**src/inc/ipm_pkg.sv**
```systemverilog
// Register map, field layout and bus constants for the interrupt bank
package ipm_pkg;
    // Register indices; byte address is four times the index
    localparam logic [13:0] IDX_A_PENDING   = 14'h0600;
    localparam logic [13:0] IDX_A_MASK      = 14'h0601;
    localparam logic [13:0] IDX_A_SENSE     = 14'h0603;
    localparam logic [13:0] IDX_B_PENDING   = 14'h0604;
    localparam logic [13:0] IDX_B_MASK      = 14'h0605;
    localparam logic [13:0] IDX_B_SENSE     = 14'h0607;
    localparam logic [13:0] IDX_SYS_PEND_LO = 14'h0608;
    localparam logic [13:0] IDX_SYS_PEND_HI = 14'h0609;
    localparam logic [13:0] IDX_SYS_MASK_LO = 14'h060a;
    localparam logic [13:0] IDX_SYS_MASK_HI = 14'h060b;
    localparam logic [13:0] IDX_A_EDGE      = 14'h0620;
    localparam logic [13:0] IDX_B_EDGE      = 14'h0621;
    localparam logic [13:0] IDX_CTRL        = 14'h0622;

    // Reset values
    localparam logic [7:0]  RST_BYTE        = 8'h00;
    localparam logic [15:0] RST_SYS         = 16'h0000;
    localparam logic        RST_CTRL_EN     = 1'b0;

    // Control register: bit 0 enables the interrupt controller
    localparam int          CTRL_EN_BIT     = 0;

    // System source bit positions
    localparam int SYS_CLK_FAILSAFE   = 15;
    localparam int SYS_CLK_FALLBACK   = 14;
    localparam int SYS_MB_DISCARD     = 13;
    localparam int SYS_VC_DISCARD     = 12;
    localparam int SYS_DM_DISCARD     = 11;
    localparam int SYS_MB_PROTO       = 10;
    localparam int SYS_VC_PROTO       = 9;
    localparam int SYS_DM_PROTO       = 8;
    localparam int SYS_BUS_FATAL      = 7;
    localparam int SYS_BUF_LOCK       = 6;
    localparam int SYS_STALL_ERR      = 5;
    localparam int SYS_STALL_WARN     = 4;
    localparam int SYS_OVERWRITE_WARN = 3;
    localparam int SYS_INITIAL_WARN   = 2;
    localparam int SYS_SCRATCH_OVF    = 1;
    localparam int SYS_NOTIFY_OVF     = 0;

    // AXI response codes
    localparam logic [1:0]  RESP_OKAY       = 2'b00;
    localparam logic [1:0]  RESP_SLVERR     = 2'b10;
endpackage

```
**src/logic/ipm_bank.sv**
```systemverilog
// Interrupt pending and mask bank with AXI4-Lite register slave
//
// Behaviour
// RL1: Pin group A enable bits mask their pin at 0 (reset) and pass at 1.
// RL2: Pin group A polarity 0 (reset) senses falling/low, 1 rising/high.
// RL3: A qualifying event on pin group B pin n sets pending bit n.
// RL4: Writing 1 clears a group B pending bit; writing 0 leaves it.
// RL5: Every group B source is maskable by its own enable bit.
// RL6: Group B enable bit n masks pin n at 0 (reset) and passes it at 1.
// RL7: Group B polarity bit n senses falling/low at 0, rising/high at 1.
// RL8: Edge/level select with polarity gives four sensing modes per pin.
// RL9: System sources 15 to 8 are clock, discard-timer and protocol errors.
// RL10: System sources 7 to 0 are bus-master, buffer and overflow errors.
// RL11: System pending bits latch internal errors and clear at reset.
// RL12: Low system byte holds sources 7 to 0, high byte 15 to 8.
// RL13: Writing 1 clears only that system pending bit; 0 keeps it.
// RL14: System enable bits mask at 0 (reset) and pass at 1, both bytes.
// RL15: Pin group A pending bits latch pin events and clear on write 1.
// RL16: With the controller off, the error output is the OR of system bits.
// RL17: Only enabled pending bits raise the interrupt; masked ones latch.
`timescale 1ns/100ps
module ipm_bank
    import ipm_pkg::*;
(
    input  wire logic        clk,
    input  wire logic        rst,
    input  wire logic [7:0]  pinGroupA,
    input  wire logic [7:0]  pinGroupB,
    input  wire logic        clkFailsafe,
    input  wire logic        clkFallback,
    input  wire logic        mbDiscardExpired,
    input  wire logic        vcDiscardExpired,
    input  wire logic        dmDiscardExpired,
    input  wire logic        mbProtocolErr,
    input  wire logic        vcProtocolErr,
    input  wire logic        dmProtocolErr,
    input  wire logic        busFatalErr,
    input  wire logic        bufLockErr,
    input  wire logic        stallErr,
    input  wire logic        stallWarn,
    input  wire logic        overwriteWarn,
    input  wire logic        initialWarn,
    input  wire logic        scratchOvfWarn,
    input  wire logic        notifyQueueOvfWarn,
    input  wire logic [15:0] s_axi_awaddr,
    input  wire logic        s_axi_awvalid,
    output logic             s_axi_awready,
    input  wire logic [31:0] s_axi_wdata,
    input  wire logic [3:0]  s_axi_wstrb,
    input  wire logic        s_axi_wvalid,
    output logic             s_axi_wready,
    output logic [1:0]       s_axi_bresp,
    output logic             s_axi_bvalid,
    input  wire logic        s_axi_bready,
    input  wire logic [15:0] s_axi_araddr,
    input  wire logic        s_axi_arvalid,
    output logic             s_axi_arready,
    output logic [31:0]      s_axi_rdata,
    output logic [1:0]       s_axi_rresp,
    output logic             s_axi_rvalid,
    input  wire logic        s_axi_rready,
    output logic             irqOut,
    output logic             systemErrorOutput
);

    typedef struct packed {
        logic [15:0] pinSync1;
        logic [15:0] pinSync2;
        logic [15:0] pinPrev;
        logic [7:0]  pendA;
        logic [7:0]  maskA;
        logic [7:0]  senseA;
        logic [7:0]  edgeA;
        logic [7:0]  pendB;
        logic [7:0]  maskB;
        logic [7:0]  senseB;
        logic [7:0]  edgeB;
        logic [15:0] sysPend;
        logic [15:0] sysMask;
        logic        ctrlEn;
        logic        awHave;
        logic [13:0] awIdx;
        logic        wHave;
        logic [7:0]  wByte;
        logic        wLane0;
        logic        awRdy;
        logic        wRdy;
        logic        bValid;
        logic [1:0]  bResp;
        logic        arRdy;
        logic        rValid;
        logic [31:0] rData;
        logic [1:0]  rResp;
        logic        irq;
        logic        system_error_output;
    } ipm_state_s;

    ipm_state_s stateQ;
    ipm_state_s stateD;
    logic [15:0] sysSrc;

    // System source wiring, one bit per internal error
    // Sources already run on this clock, so no synchroniser
    // RL9: upper source order
    assign sysSrc[SYS_CLK_FAILSAFE]   = clkFailsafe;
    assign sysSrc[SYS_CLK_FALLBACK]   = clkFallback;
    assign sysSrc[SYS_MB_DISCARD]     = mbDiscardExpired;
    assign sysSrc[SYS_VC_DISCARD]     = vcDiscardExpired;
    assign sysSrc[SYS_DM_DISCARD]     = dmDiscardExpired;
    assign sysSrc[SYS_MB_PROTO]       = mbProtocolErr;
    assign sysSrc[SYS_VC_PROTO]       = vcProtocolErr;
    assign sysSrc[SYS_DM_PROTO]       = dmProtocolErr;
    // RL10: lower source order
    assign sysSrc[SYS_BUS_FATAL]      = busFatalErr;
    assign sysSrc[SYS_BUF_LOCK]       = bufLockErr;
    assign sysSrc[SYS_STALL_ERR]      = stallErr;
    assign sysSrc[SYS_STALL_WARN]     = stallWarn;
    assign sysSrc[SYS_OVERWRITE_WARN] = overwriteWarn;
    assign sysSrc[SYS_INITIAL_WARN]   = initialWarn;
    assign sysSrc[SYS_SCRATCH_OVF]    = scratchOvfWarn;
    assign sysSrc[SYS_NOTIFY_OVF]     = notifyQueueOvfWarn;

    // Next-state logic for pins, registers and bus
    always_comb
    begin
        logic [15:0] pol;
        logic [15:0] lvl;
        logic [15:0] hit;
        logic [7:0]  clrA;
        logic [7:0]  clrB;
        logic [15:0] clrSys;
        logic        doWrite;
        logic [7:0]  wb;
        logic [13:0] ri;
        // Scratch values start at zero on every pass
        pol     = 16'h0000;
        lvl     = 16'h0000;
        hit     = 16'h0000;
        clrA    = 8'h00;
        clrB    = 8'h00;
        clrSys  = 16'h0000;
        doWrite = 1'b0;
        wb      = 8'h00;
        ri      = 14'h0000;
        stateD  = stateQ;

        // Two-stage synchroniser, then a history stage for edges
        // Only the second stage reads the first
        stateD.pinSync1 = {pinGroupB, pinGroupA};
        stateD.pinSync2 = stateQ.pinSync1;
        stateD.pinPrev  = stateQ.pinSync2;

        // RL2: group A polarity
        // RL7: group B polarity
        pol = {stateQ.senseB, stateQ.senseA};
        lvl = {stateQ.edgeB, stateQ.edgeA};
        // RL8: four sense modes
        for (int i = 0; i < 16; i++)
        begin
            // Level mode fires while the pin sits at its active level,
            // edge mode only in the cycle it first gets there
            if (lvl[i])
                hit[i] = (stateQ.pinSync2[i] == pol[i]);
            else
                hit[i] = (stateQ.pinSync2[i] == pol[i])
                         && (stateQ.pinPrev[i] != pol[i]);
        end

        // Capture write address and data independently
        // Each ready stays low until the write answer is taken
        if (s_axi_awvalid && stateQ.awRdy)
        begin
            stateD.awHave = 1'b1;
            stateD.awIdx  = s_axi_awaddr[15:2];
            stateD.awRdy  = 1'b0;
        end
        if (s_axi_wvalid && stateQ.wRdy)
        begin
            stateD.wHave  = 1'b1;
            stateD.wByte  = s_axi_wdata[7:0];
            stateD.wLane0 = s_axi_wstrb[0];
            stateD.wRdy   = 1'b0;
        end

        // Perform the write once both halves are held
        if (stateQ.awHave && stateQ.wHave && !stateQ.bValid)
        begin
            doWrite       = stateQ.wLane0;
            wb            = stateQ.wByte;
            stateD.bValid = 1'b1;
            stateD.bResp  = RESP_OKAY;
            if (stateQ.awIdx == IDX_A_PENDING)
                clrA = doWrite ? wb : 8'h00;
            else if (stateQ.awIdx == IDX_A_MASK)
            begin
                if (doWrite)
                    stateD.maskA = wb;
            end
            else if (stateQ.awIdx == IDX_A_SENSE)
            begin
                if (doWrite)
                    stateD.senseA = wb;
            end
            else if (stateQ.awIdx == IDX_B_PENDING)
                clrB = doWrite ? wb : 8'h00;
            else if (stateQ.awIdx == IDX_B_MASK)
            begin
                if (doWrite)
                    stateD.maskB = wb;
            end
            else if (stateQ.awIdx == IDX_B_SENSE)
            begin
                if (doWrite)
                    stateD.senseB = wb;
            end
            else if (stateQ.awIdx == IDX_SYS_PEND_LO)
                clrSys[7:0] = doWrite ? wb : 8'h00;
            else if (stateQ.awIdx == IDX_SYS_PEND_HI)
                clrSys[15:8] = doWrite ? wb : 8'h00;
            else if (stateQ.awIdx == IDX_SYS_MASK_LO)
            begin
                if (doWrite)
                    stateD.sysMask[7:0] = wb;
            end
            else if (stateQ.awIdx == IDX_SYS_MASK_HI)
            begin
                if (doWrite)
                    stateD.sysMask[15:8] = wb;
            end
            else if (stateQ.awIdx == IDX_A_EDGE)
            begin
                if (doWrite)
                    stateD.edgeA = wb;
            end
            else if (stateQ.awIdx == IDX_B_EDGE)
            begin
                if (doWrite)
                    stateD.edgeB = wb;
            end
            else if (stateQ.awIdx == IDX_CTRL)
            begin
                if (doWrite)
                    stateD.ctrlEn = wb[CTRL_EN_BIT];
            end
            // Unmapped index is refused and changes nothing
            else
                stateD.bResp = RESP_SLVERR;
        end

        // Release the write channels when the response is taken
        if (stateQ.bValid && s_axi_bready)
        begin
            stateD.bValid = 1'b0;
            stateD.awHave = 1'b0;
            stateD.wHave  = 1'b0;
            stateD.awRdy  = 1'b1;
            stateD.wRdy   = 1'b1;
        end

        // Pending updates: a new event wins over a same-cycle clear
        // so an event that lands during a clear is never lost
        // RL15: group A latch and clear
        stateD.pendA = (stateQ.pendA & ~clrA) | hit[7:0];
        // RL3: group B latch
        // RL4: group B write one clears
        stateD.pendB = (stateQ.pendB & ~clrB) | hit[15:8];
        // RL11: system latch
        // RL13: system write one clears
        stateD.sysPend = (stateQ.sysPend & ~clrSys) | sysSrc;

        // Read channel, one outstanding read
        // Data is registered and stands until rready
        if (s_axi_arvalid && stateQ.arRdy)
        begin
            ri           = s_axi_araddr[15:2];
            stateD.arRdy  = 1'b0;
            stateD.rValid = 1'b1;
            stateD.rResp  = RESP_OKAY;
            stateD.rData  = 32'h0000_0000;
            if (ri == IDX_A_PENDING)
                stateD.rData[7:0] = stateQ.pendA;
            else if (ri == IDX_A_MASK)
                stateD.rData[7:0] = stateQ.maskA;
            else if (ri == IDX_A_SENSE)
                stateD.rData[7:0] = stateQ.senseA;
            else if (ri == IDX_B_PENDING)
                stateD.rData[7:0] = stateQ.pendB;
            else if (ri == IDX_B_MASK)
                stateD.rData[7:0] = stateQ.maskB;
            else if (ri == IDX_B_SENSE)
                stateD.rData[7:0] = stateQ.senseB;
            // RL12: byte placement
            else if (ri == IDX_SYS_PEND_LO)
                stateD.rData[7:0] = stateQ.sysPend[7:0];
            else if (ri == IDX_SYS_PEND_HI)
                stateD.rData[7:0] = stateQ.sysPend[15:8];
            else if (ri == IDX_SYS_MASK_LO)
                stateD.rData[7:0] = stateQ.sysMask[7:0];
            else if (ri == IDX_SYS_MASK_HI)
                stateD.rData[7:0] = stateQ.sysMask[15:8];
            else if (ri == IDX_A_EDGE)
                stateD.rData[7:0] = stateQ.edgeA;
            else if (ri == IDX_B_EDGE)
                stateD.rData[7:0] = stateQ.edgeB;
            else if (ri == IDX_CTRL)
                stateD.rData[CTRL_EN_BIT] = stateQ.ctrlEn;
            // Unmapped index reads zero and is refused
            else
                stateD.rResp = RESP_SLVERR;
        end
        if (stateQ.rValid && s_axi_rready)
        begin
            stateD.rValid = 1'b0;
            stateD.arRdy  = 1'b1;
        end

        // Interrupt and error outputs from the new pending state
        // Pins count only while the controller is on
        // RL1: group A mask
        // RL5: group B maskable
        // RL6: group B mask
        // RL14: system mask
        // RL17: masked bits still latch
        stateD.irq = (|(stateD.sysPend & stateD.sysMask))
                     | (stateD.ctrlEn
                        & ((|(stateD.pendA & stateD.maskA))
                           | (|(stateD.pendB & stateD.maskB))));
        // RL16: plain OR when off
        if (stateD.ctrlEn)
            stateD.system_error_output = |(stateD.sysPend & stateD.sysMask);
        else
            stateD.system_error_output = |stateD.sysPend;
    end

    // State register
    always_ff @(posedge clk)
    begin
        if (rst)
        begin
            stateQ          <= '0;
            stateQ.maskA    <= RST_BYTE;
            stateQ.senseA   <= RST_BYTE;
            stateQ.edgeA    <= RST_BYTE;
            stateQ.maskB    <= RST_BYTE;
            stateQ.senseB   <= RST_BYTE;
            stateQ.edgeB    <= RST_BYTE;
            stateQ.pendA    <= RST_BYTE;
            stateQ.pendB    <= RST_BYTE;
            stateQ.sysPend  <= RST_SYS;
            stateQ.sysMask  <= RST_SYS;
            stateQ.ctrlEn   <= RST_CTRL_EN;
            // Channels leave reset ready for a request
            stateQ.awRdy    <= 1'b1;
            stateQ.wRdy     <= 1'b1;
            stateQ.arRdy    <= 1'b1;
        end
        else
        begin
            stateQ <= stateD;
        end
    end

    // Outputs straight from the state register
    assign s_axi_awready     = stateQ.awRdy;
    assign s_axi_wready      = stateQ.wRdy;
    assign s_axi_bvalid      = stateQ.bValid;
    assign s_axi_bresp       = stateQ.bResp;
    assign s_axi_arready     = stateQ.arRdy;
    assign s_axi_rvalid      = stateQ.rValid;
    assign s_axi_rdata       = stateQ.rData;
    assign s_axi_rresp       = stateQ.rResp;
    assign irqOut            = stateQ.irq;
    assign systemErrorOutput = stateQ.system_error_output;

endmodule

```
**config.mk**
```make
export PLATFORM = sky130hd
export DESIGN_NAME = ipm_bank
export DESIGN_NICKNAME = d
export VERILOG_FILES = /design/src/inc/ipm_pkg.sv /design/src/logic/ipm_bank.sv
export SDC_FILE = /design/constraint.sdc
export NUM_CORES = 1
export LEC_CHECK = 0
export BUFFER_PORTS_ARGS = -buffer_cell sky130_fd_sc_hd__clkbuf_2
export CAP_MARGIN = 25
export CORE_UTILIZATION = 35
export DETAILED_ROUTE_END_ITERATION = 7
export PLACE_DENSITY = 0.57
export SLEW_MARGIN = 10
export SYNTH_ARGS = -nofsm -noshare
export SYNTH_HDL_FRONTEND = slang
export SYNTH_SLANG_ARGS = --single-unit
```
**constraint.sdc**
```tcl
create_clock -name clk -period 2.66 [get_ports clk]
set_input_delay 0.266 -clock clk [delete_from_list [all_inputs] [get_ports clk]]
set_output_delay 0.266 -clock clk [all_outputs]
set_load 0.02 [all_outputs]
```
# Yosys cells after proc, flatten, opt, wreduce, memory -nomap -nowiden
# Cells that the tools add are included.
# classes
bitwise	26
n_reduce_logical	34
muxes	130
n_eq_ne	58
# op_table
cell	count
$mux W8	53
$eq A14 B11 Y1 const B	26
$mux W24	7
$mux W17	9
$mux W16	9
$mux W2	26
$and A16 B16 Y16	2
$and A8 B8 Y8	4
$reduce_or A16 Y1	2
$mux W1	25
$logic_and A1 B1 Y1	23
$eq A1 B1 Y1	16
$ne A1 B1 Y1	16
$not A16 Y16	1
$not A8 Y8	2
$or A16 B16 Y16	1
$or A8 B8 Y8	2
$reduce_or A8 Y1	2
$reduce_and A14 Y1	1
$reduce_and A13 Y1	1
$not A1 Y1	11
$reduce_and A8 Y1	1
$mux W7	1
$reduce_and A5 Y1	1
4 further kinds	6
# totals
in_bits	107
elab_cells	277
out_inout_bits	43
regBits	189

# Longest topological paths before layout
# Gate-level depths: netlist of the first run.
# logic_depth
depth_word	19
depth_mapped	9

# Worst setup path before layout of the first run
# OpenSTA, ideal clock, no wires.
# synth_timing
path_kind	reg-to-reg
from	register stateQ[56] (netlist bit)
to	register stateQ, in the netlist irqOut
t_required_ns	2.527
stages_incl_launch_ff	9
setup_slack_ns	0.339
arrival_time_ns	2.188
setup_time_ns	0.133
cell_sequence	dfxtp_1 -> or4_4 -> nor4_4 -> buf_6 -> a31oi_1 -> o22ai_1 -> o2111ai_1 -> o41ai_2 -> a21oi_1
# synth_between
elab_chain_len	17
elab_cells_between_ends	74
classes_between	eq/ne (13); mux (43); bitwise (15); reduce/logical (3)
# synth_lines
item	line	source
start: declaration	ipm_bank.sv:98	ipm_state_s stateQ;
start signal: assignment	ipm_bank.sv:359	stateQ <= stateD;
$eq A14 B11 Y1	ipm_bank.sv:240	else if (stateQ.awIdx == IDX_CTRL)
$mux W1	ipm_bank.sv:240	
$mux W1	ipm_bank.sv:235	else if (stateQ.awIdx == IDX_B_EDGE)
$mux W1	ipm_bank.sv:230	else if (stateQ.awIdx == IDX_A_EDGE)
$mux W1	ipm_bank.sv:225	else if (stateQ.awIdx == IDX_SYS_MASK_HI)
$mux W1	ipm_bank.sv:220	else if (stateQ.awIdx == IDX_SYS_MASK_LO)
$mux W17	ipm_bank.sv:218	else if (stateQ.awIdx == IDX_SYS_PEND_HI)
$mux W17	ipm_bank.sv:216	else if (stateQ.awIdx == IDX_SYS_PEND_LO)
$mux W17	ipm_bank.sv:211	else if (stateQ.awIdx == IDX_B_SENSE)
$mux W17	ipm_bank.sv:206	else if (stateQ.awIdx == IDX_B_MASK)
$mux W17	ipm_bank.sv:204	else if (stateQ.awIdx == IDX_B_PENDING)
$mux W17	ipm_bank.sv:199	else if (stateQ.awIdx == IDX_A_SENSE)
$mux W17	ipm_bank.sv:194	else if (stateQ.awIdx == IDX_A_MASK)
$mux W17	ipm_bank.sv:192	if (stateQ.awIdx == IDX_A_PENDING)
$mux W17	ipm_bank.sv:186	if (stateQ.awHave && stateQ.wHave && !stateQ.bValid)
$and A1 B1 Y1	ipm_bank.sv:326	& ((|(stateD.pendA & stateD.maskA))
$or A1 B1 Y1 *	ipm_bank.sv:325	| (stateD.ctrlEn
# Mark *: on every way between the ends. The rest lies on a longest branch, timed or not.
# A chain may end at the register's enable or synchronous reset.

# Final worst setup path of the first run
# Same ends and word-level chain as after synthesis.

==> results of run 1 <==
routing by layer:
layer	share of wire (%)	up-vias	track usage (%)	routed length [um]
li1	-	3895	-	-
met1	45	3845	29.3	13100
met2	47	257	35.7	13500
met3	5.4	49	3.95	1580
met4	2.8	0	7.46	825
met5	0	-	0	0
registers in the layout, indices dropped and copies added, names as in the netlist:
signal,flops
s_axi_rdata,8
s_axi_bvalid,1
stateQ,138
s_axi_rresp,1
systemErrorOutput,1
s_axi_rvalid,1
s_axi_awready,1
s_axi_bresp,1
s_axi_arready,1
irqOut,1
s_axi_wready,1
stateD,32
through the flow:
stage	util [%]	instances	TNS, ps	total power [mW]	hold slack [ps]
after floorplan	-	1103	0	3.37	366
after global placement	39.2	1480	-175	3.55	422
after detailed placement	39.2	1480	-71.3	3.56	421
after CTS	41.9	1516	0	6.10	22.7
after global routing	42.2	1517	-190	6.27	28.8
final	42.2	1517	-13.0	6.06	36.1
layout by cell type, fill, tap and decap left out, types with 30 or more instances in the layout:
cell,synthesis,final
nand2_1,135,135
nor2_1,135,135
buf_4,37,52
a21oi_1,86,86
nor2b_1,63,63
and3_1,31,30
clkbuf_2,0,91
dfxtp_1,187,186
xor2_1,32,32
inv_1,33,33
worst max-delay path: stages, from the launching register on:
cell       delay [ps]
dfxtp_2           340
or4_4             550
nor4_4            270
buf_12            190
a31oi_1           110
o22ai_1           290
o2111ai_1         190
o41ai_2           490
a21oi_1           120
worst min path at each step:
stage               slack (ps)                    endpoint  cells after the start
finish                      40   s_axi_wready$_SDFFE_PP1P_                      2
global placement           420      stateD[179]$_SDFF_PP0_                      1
CTS                         20      stateD[182]$_SDFF_PP0_                      2
global route                30      stateD[182]$_SDFF_PP0_                      2
detailed placement         420      stateD[166]$_SDFF_PP0_                      1
floorplan                  370  s_axi_awready$_SDFFE_PP1P_                      1
power by group through the flow:
stage	sequential [mW]	combinational, mW	clock (mW)
finish	2.99	0.520	2.56
global route	2.99	0.569	2.71
CTS	2.98	0.518	2.60
detailed placement	3.04	0.513	0
global placement	3.04	0.508	0
floorplan	3.00	0.368	0
synth_stat cells, types with 4 or more instances:
library cell  instances  share of area, %
and2_1               10              0.70
a22oi_1               6              0.51
clkbuf_1             50               2.1
a21boi_0             20               1.7
dfxtp_1             187                42
a32oi_1               5              0.49
and4_1                4              0.39
nand2_1             135               5.7
a31oi_1               7              0.49
nor3_1               13              0.73
buf_4                37               3.1
xor2_1               32               3.1
o21ba_2              11               1.2
nand4_1               9              0.63
a21oi_1              86               4.8
mux2i_1              12               1.3
nor2_1              135               5.7
a221oi_1              5              0.49
nor4_1                5              0.35
buf_2                 9              0.51
a41oi_1              18               1.8
nor2b_1              63               4.4
o21ai_0              16              0.90
o22ai_1              14              0.98
o221ai_1              8              0.79
inv_1                33               1.4
and3_1               31               2.2
nand3_1              21               1.2
nand2b_1              6              0.42
nor4_4                5               1.2
a211oi_1              4              0.34
o2111ai_1             8              0.79
mux2_2                4              0.51
repair_timing:
| item | CTS | global route |
|---|---|---|
| hold buffers | 0 | 0 |
| gates cloned | 1 | 1 |
| endpoints found under the setup margin | 2 | 2 |
| buffers inserted | 6 | 0 |
| pin swaps | 3 | 2 |
| resized for setup | 9 | 12 |
area by class of cell:
| cell class | count | area (sq um) |
|---|---|---|
| fillers | 2572 | 14500 |
| multi-input cells | 784 | 4670 |
| flip-flops and latches | 187 | 3740 |
| repair buffers | 153 | 1040 |
| clock buffers | 20 | 457 |
| well taps | 330 | 413 |
| inverters | 34 | 128 |
| clock inverters | 9 | 115 |
logic make-up (layout without fill, tap and decap cells):
group                      Yosys count  in the layout  synth area share, %
and+or+nand+nor                    470            470                 27.0
AOI/OAI and AO/OA                  239            239                 18.5
DFF                                187            187                 42.1
buffers and inverters              132            216                 7.34
xor gates and xnor gates            32             32                 3.15
muxes                               16             16                 1.86
adders and majority gates            1              1                0.112
other                                1             26               0.0421
==> flow_summary.yaml, run 1 <==
outcome:
  outcome: "finished with violations"
  violations: "negative setup slack"
clock_tree:
  path_clk_slew_ps: 70
  cts_root_buffer: "clkbuf_16"
  cts_buffers: 17
  cts_sinks: 187
  htreeDepth: 4
  cts_tree: "yes"
  worstSkewPairLatency_ps: 430
  clock_path_buffers: 2
yosys:
  synth_cell_type_count: 78
  ys.flop_type: "dfxtp_1"
  seq_area_frac_synth_pct: 42.1
  synthesis.area_sq_um: 8900
  synthArstFlopShare_pct: 0
  synth_enable_flop_cells: 0
  synth_area_per_cell_sq_um: 8.26
  synth_cells: 1078
  ys_ff_latch: 187
  yosysWarnings: 0
sta:
  period_minus_slack_ps: 2670
  report.final.hold_viol_count: 0
  worst_slew_pin_slew_ps: 807
  rsz0062_at_grt: "yes"
  drv_slew: 0
  achievable-frequency_mhz: 374
  finalSetupViolCount: 1
  clock_skew_ps: 12.3
  slew_headroom_pct: 46.1
  finalCritPeriodShare_pct: 100
  worst_slack_ps: -13.0
power:
  p_per_area_nw_per_um2: 574
  leakage_nw: 4.32
  internal_power_mw: 4.52
  combinationalPowerShare_pct: 8.6
  p_clk_share_pct: 42.2
  ir_drop_uv: 294
  seqPwrFrac_pct: 49.2
  switching_share_pct: 25.4
  p_sw_mw: 1.54
grt:
  overflow: 0
  antenna_found_initial: 0
  grt_max_degree: 59
  track_usage_pct: 22.0
  first_global_vias: 7292
  grt_pass1_wl_um: 43300
floorplanning:
  fp.dieW_um: 161
  die-area_sq_um: 26100
  core_area_sq_um: 25000
  ios: 150
  start_util_pct: 35.6
  die_h_um: 161
  row_count: 58
worst_setup_path:
  rr_startpoint: "stateQ[56]$_SDFFE_PP0P_"
  startpoint: "stateQ[56]$_SDFFE_PP0P_"
  cp_max_fo: 19
  timing.rr.end: "irqOut$_SDFF_PP0_"
  cp-end-kind: "flip-flop"
  crit_type: "reg -> reg"
  crit_arrival_ps: 2990
  crit_path_end: "irqOut$_SDFF_PP0_"
  worst-r2r-cell-count: 8
  worst_setup_path_start_kind: "flip-flop"
  cp.required_ps: 2970
  regToRegSetupSlack_ps: -10
job:
  maxCapViolCount: 0
layout:
  layout.nets: 1284
  design_area_sq_um: 10600
  syn_to_final_growth_pct: 18.7
  drive_above_1_share_pct: 19.3
  antennaDiodeCount: 0
hold_path:
  min-delay-start: "s_axi_wvalid"
  hp-class: "in -> reg"
route:
  viasPerCell: 5.30
  dr.first_iter.drc_count: 683
  drc: 0
  wl_per_cell_um: 19.1
  drt_first_pass_iters: 5
  drt_wl_total_um: 29000
  ant_nets: 0
  via_count: 8046
placement:
  dp_hpwl_um: 20800
  io_buffers: 92
  place_area_sq_um: 9810
  pre_cts_ws_ps: -36.9
  gp_congestion: 0.971
Note: power is estimated with default switching activity, not from simulation.
==> run 2, diff against run 1 <==
--- a/config.mk
+++ b/config.mk
@@ -9,7 +9,9 @@
 export CAP_MARGIN = 25
 export CORE_UTILIZATION = 35
 export DETAILED_ROUTE_END_ITERATION = 7
+export GPL_TIMING_DRIVEN = 0
 export PLACE_DENSITY = 0.57
+export SETUP_SLACK_MARGIN = 0.2
 export SLEW_MARGIN = 10
 export SYNTH_ARGS = -nofsm -noshare
 export SYNTH_HDL_FRONTEND = slang
==> constraint.sdc (replaced) <==
create_clock -name clk -period 3.3 [get_ports clk]
set_input_delay 0.33 -clock clk [delete_from_list [all_inputs] [get_ports clk]]
set_output_delay 0.33 -clock clk [all_outputs]
set_load 0.02 [all_outputs]
==> run 2 against run 1 <==
The run ends with design-rule violations left. Worst hold slack better by 55 ps. Non-clock buffer count up 37. Combinational power down 9.2%. Sequential power down 20%. Critical endpoint unchanged. Clock skew about the same. Utilization down 0.090 points. Clock-buffer cell count down 3. Sequential cell count unchanged. Die area unchanged. Power down 18%.
==> flow_summary.yaml, run 2 (synthesis gave the netlist of run 1 again) <==
job:
  maxCapViolCount: 0
sta:
  slew_headroom_pct: 33.6
  achievable-frequency_mhz: 336
  finalSetupTns_ps: 0
  report.final.hold_viol_count: 0
  finalCritPeriodShare_pct: 90.2
  period_minus_slack_ps: 2970
  finalSetupViolCount: 0
  worst_slew_pin_slew_ps: 987
  clock_skew_ps: 12.6
  drv_slew: 0
  rsz0062_at_grt: "no"
power:
  power_mw: 5.00
  seqPwrFrac_pct: 47.8
  p_sw_mw: 1.35
  ir_drop_uv: 324
  p_clk_share_pct: 42.8
  p_per_area_nw_per_um2: 474
  leakage_nw: 4.34
  internal_power_mw: 3.65
  combinationalPowerShare_pct: 9.5
  switching_share_pct: 27.0
floorplanning:
  die-area_sq_um: 26100
  start_util_pct: 35.6
  fp.dieW_um: 161
  row_count: 58
  core_area_sq_um: 25000
  die_h_um: 161
  ios: 150
clock_tree:
  path_clk_slew_ps: 80
  cts_sinks: 187
  htreeDepth: 4
  cts_root_buffer: "clkbuf_16"
  cts_tree: "yes"
  cts_buffers: 17
  worstSkewPairLatency_ps: 440
  clock_path_buffers: 2
hold_path:
  hold_end: "stateD[188]$_SDFF_PP0_"
  holdPathStages: 2
  min-delay-start: "pinGroupA[7]"
  hp-class: "in -> reg"
worst_setup_path:
  worst_setup_path_start_kind: "flip-flop"
  cp-end-kind: "flip-flop"
  cp.required_ps: 3600
  regToRegSetupSlack_ps: 330
  worst-r2r-cell-count: 8
  cp_max_fo: 10
  rr_startpoint: "stateQ[56]$_SDFFE_PP0P_"
  crit_arrival_ps: 3270
  crit_type: "reg -> reg"
  timing.rr.end: "irqOut$_SDFF_PP0_"
layout:
  layout_common_cells: "dfxtp_1, nor2_1, nand2_1"
  drive_above_1_share_pct: 17.7
  mostFrequentLayoutCell: "dfxtp_1"
  largest_reg_flops: 138
  top_register: "stateQ"
  fillCellCount: 2619
  syn_to_final_growth_pct: 18.5
  antennaDiodeCount: 0
  layout.nets: 1321
placement:
  io_buffers: 89
  gp_congestion: 0.995
  dp_hpwl_um: 23600
route:
  dr.first_iter.drc_count: 818
  drt_first_pass_iters: 8
  wl_per_cell_um: 20.1
  drc: 1
  drt_wl_total_um: 31400
  ant_nets: 0
  via_count: 8331
  viasPerCell: 5.35
grt:
  antenna_found_initial: 0
  grt_max_degree: 19
  overflow: 0
  grt_pass1_wl_um: 46900
  track_usage_pct: 24.1
  first_global_vias: 7691
outcome:
  violations: "design-rule violations"
  outcome: "finished with violations"
[run 2: cell count changes in the layout (fill, tap and decap cells not counted), sizes merged]
cell	delta
buf	-11
clkinv	+2
clkinvlp	-3
inv	+7
clkbuf	+46
bufbuf	-1
[run 2: worst max path at each step]
stage                            start                           end  depth (start not counted)
2_1_floorplan  stateQ[56]$_SDFFE_PP0P_             irqOut$_SDFF_PP0_                          8
3_3_place_gp   stateQ[53]$_SDFFE_PP0P_  systemErrorOutput$_SDFF_PP0_                          9
3_5_place_dp   stateQ[53]$_SDFFE_PP0P_  systemErrorOutput$_SDFF_PP0_                          9
4_1_cts        stateQ[58]$_SDFFE_PP0P_  systemErrorOutput$_SDFF_PP0_                         10
5_1_grt        stateQ[58]$_SDFFE_PP0P_  systemErrorOutput$_SDFF_PP0_                         10
6_report       stateQ[56]$_SDFFE_PP0P_             irqOut$_SDFF_PP0_                          8
[run 2: metrics by stage]
step	setup slack [ps]	hold slack (ps)	utilization, %	cells	area [sq um]
floorplan	979	414	-	1103	9000
global placement	-248	422	39.4	1522	9850
detailed placement	-229	422	39.4	1523	9860
CTS	229	82.2	41.9	1557	10500
global route	200	94.6	42.1	1557	10500
finish	325	90.8	42.1	1557	10500
[run 2: timing repair]
| action | 4_1_cts | 5_1_grt |
|---|---|---|
| pin swaps | 1 | 2 |
| hold buffers | 0 | 0 |
| endpoints found under the setup margin | 2 | 2 |
| cloned | 0 | 0 |
| buffers inserted | 2 | 0 |
| resized for setup | 4 | 16 |
[run 2: power by group through the flow]
| stage | clock, mW | combinational (mW) | sequential [mW] |
|---|---|---|---|
| global placement | 0 | 0.461 | 2.44 |
| detailed placement | 0 | 0.462 | 2.44 |
| finish | 2.14 | 0.472 | 2.39 |
| floorplan | 0 | 0.296 | 2.42 |
| CTS | 2.16 | 0.466 | 2.39 |
| global route | 2.26 | 0.511 | 2.39 |
[run 2: layer usage]
metal	global-route usage, %	vias up	routed length (um)
met5	0	-	0
met4	9.05	0	968
met3	3.98	52	2290
met2	38.4	341	14300
met1	32.6	3970	13800
li1	-	3968	-
[run 2: cell type report]
type                            instances  area [sq um]  share of cell area [%]
Multi-Input combinational cell        784          4660                    44.2
Sequential cell                       187          3740                    35.5
Buffer                                 98           536                    5.08
Timing Repair Buffer                   92           465                    4.41
Clock buffer                           17           425                    4.03
Tap cell                              330           413                    3.92
Clock inverter                         15           175                    1.66
Inverter                               34           128                    1.21
[run 2: critical path, cell delays in order (launching register included)]
cell and delay [ps]:
dfxtp_1 400, or4_4 580, nor4_4 550, buf_6 230, a31oi_1 110, o22ai_1 270, o2111ai_1 220, o41ai_2 340
a21oi_1 120
==> run 3, diff against run 2 <==
==> constraint.sdc (replaced) <==
create_clock -name clk -period 3.3 [get_ports clk]
set_input_delay 0.165 -clock clk [delete_from_list [all_inputs] [get_ports clk]]
set_output_delay 0.165 -clock clk [all_outputs]
set_load 0.02 [all_outputs]
==> run 3 against run 2 <==
The run still ends with design-rule violations left. Register-to-register slack got worse by 20 ps. Critical path depth stayed put. Global-route usage grew 0.26 points. Highest routed layer unchanged.
==> flow_summary.yaml, run 3 (synthesis gave the netlist of run 1 again) <==
grt:
  antenna_found_initial: 0
  first_global_vias: 7843
  met2_usage_pct: 39.0
  busiest_layer: "met2"
  grt_util_met3_pct: 3.93
  overflow: 0
  grt_max_degree: 19
  use_met1_pct: 32.8
  grt_pass1_wl_um: 47400
  track_usage_pct: 24.4
job:
  maxCapViolCount: 0
sta:
  achievable-frequency_mhz: 334
  period_minus_slack_ps: 3000
  rsz0062_at_grt: "no"
  worst_slack_ps: 304
  drv_slew: 0
  finalSetupViolCount: 0
  clock_skew_ps: 11.5
  report.final.hold_viol_count: 0
  slew_headroom_pct: 31.3
  finalSetupTns_ps: 0
  finalCritPeriodShare_pct: 90.8
  worst_slew_pin_slew_ps: 1020
clock_tree:
  cts_buffers: 17
  cts_tree: "yes"
  cts_root_buffer: "clkbuf_16"
  htreeDepth: 4
  path_clk_slew_ps: 80
  worstSkewPairLatency_ps: 440
  clock_path_buffers: 2
  cts_sinks: 187
route:
  dr.first_iter.drc_count: 723
  ant_nets: 0
  drt_wl_total_um: 31700
  via_count: 8530
  drt_first_pass_iters: 8
  viasPerCell: 5.33
  drc: 1
  wl_per_cell_um: 19.8
worst_setup_path:
  cp_num_buf_inv: 1
  cp-end-kind: "flip-flop"
  slowest_stage: "nor4_4"
  crit_family: "simple AND/OR/NAND/NOR gates"
  worst_setup_path_start_kind: "flip-flop"
  cpMostUsedCell: "nor4_4"
  cp_max_fo: 10
  crit_type: "reg -> reg"
  crit_arrival_ps: 3280
  cp.required_ps: 3580
  cp_cell_sequence: "nand4bb_2 -> nor4_4 -> clkbuf_4 -> nand3_1 -> a21oi_2 -> o2111ai_1 -> nor4_4 -> a211oi_1"
  critPathMaxStageDelay_ps: 560
power:
  seqPwrFrac_pct: 47.4
  internal_power_mw: 3.68
  p_clk_share_pct: 42.4
  ir_drop_uv: 324
  power_mw: 5.04
  p_per_area_nw_per_um2: 459
  p_sw_mw: 1.35
  switching_share_pct: 26.9
  combinationalPowerShare_pct: 10.2
  leakage_nw: 4.52
outcome:
  outcome: "finished with violations"
  violations: "design-rule violations"
floorplanning:
  die_h_um: 161
  die-area_sq_um: 26100
  row_count: 58
  fp.dieW_um: 161
  core_area_sq_um: 25000
  start_util_pct: 35.6
  ios: 150
placement:
  io_buffers: 89
  pre_cts_ws_ps: -229
  dpl.cell_count: 1523
  dp_hpwl_um: 23600
  gp_congestion: 0.995
hold_path:
  hp-class: "in -> reg"
layout:
  utilization_pct: 43.8
  top_register: "stateQ"
  largest_reg_flops: 138
  register_area_sq_um: 3740
  final_cells: 1600
  multi_input_area_sq_um: 4660
  mostFrequentLayoutCell: "dfxtp_1"
  antennaDiodeCount: 0
  layout_common_cells: "dfxtp_1, nor2_1, nand2_1"
  fillCellCount: 2590
  layout.nets: 1364
  syn_to_final_growth_pct: 23.3
  drive_above_1_share_pct: 17.1
==> run 3: changes by cell type in the layout (fill, tap and decap cells not counted), sizes merged <==
cell	before	now
dlygate4sd3	0	43
==> run 3: worst register-to-register path, stage by stage (launching register included) <==
cell       delay [ps]
dfxtp_1           320
nand4bb_2         450
nor4_4            570
clkbuf_4          320
nand3_1           110
a21oi_2           260
o2111ai_1         240
nor4_4            410
a211oi_1          170
==> run 3: final cells by class <==
class                           instances  share of cell area (%)
Multi-Input combinational cell        784                    42.5
Sequential cell                       187                    34.1
Timing Repair Buffer                  135                    8.16
Buffer                                 98                    4.88
Clock buffer                           17                    3.88
Tap cell                              330                    3.76
Clock inverter                         15                    1.60
Inverter                               34                    1.16
==> run 3: routing by layer <==
layer / share of wire [%] / wire, um / vias up
li1: - / - / 4053
met1: 44 / 14100 / 4048
met2: 45 / 14300 / 364
met3: 7.1 / 2260 / 65
met4: 3.3 / 1060 / 0
met5: 0 / 0 / -
==> run 3: power by group through the flow <==
| stage | clock network, mW | registers [mW] | logic [mW] |
|---|---|---|---|
| 2_1_floorplan | 0 | 2.42 | 0.296 |
| 3_5_place_dp | 0 | 2.44 | 0.462 |
| 3_3_place_gp | 0 | 2.44 | 0.461 |
| 5_1_grt | 2.26 | 2.39 | 0.555 |
| 6_report | 2.13 | 2.39 | 0.514 |
| 4_1_cts | 2.16 | 2.39 | 0.506 |
==> run 3: worst paths after layout <==
path,slack (ps),from,depth (start not counted),end
max,300,stateQ[64]$_SDFFE_PP0P_,8,systemErrorOutput$_SDFF_PP0_
min,10,dmDiscardExpired,3,stateQ[96]$_SDFF_PP0_
max reg2reg,300,stateQ[64]$_SDFFE_PP0P_,8,systemErrorOutput$_SDFF_PP0_
min reg2reg,440,stateD[193]$_SDFF_PP0_,1,stateD[177]$_SDFF_PP0_
==> run 3: repair_timing <==
item | in CTS | in global routing
hold buffers | 43 | 0
buffers inserted | 2 | 0
endpoints found under the hold margin | 43 | 0
endpoints found under the setup margin | 2 | 2
pin swaps | 1 | 2
gates resized for setup | 4 | 16
==> run 3: stage by stage <==
stage / hold WS (ps) / instance area [sq um]
finish: 10.4 / 11000
global route: 16.4 / 11000
CTS: 6.32 / 10900
detailed placement: 377 / 9860
global placement: 374 / 9850
floorplan: 265 / 9000
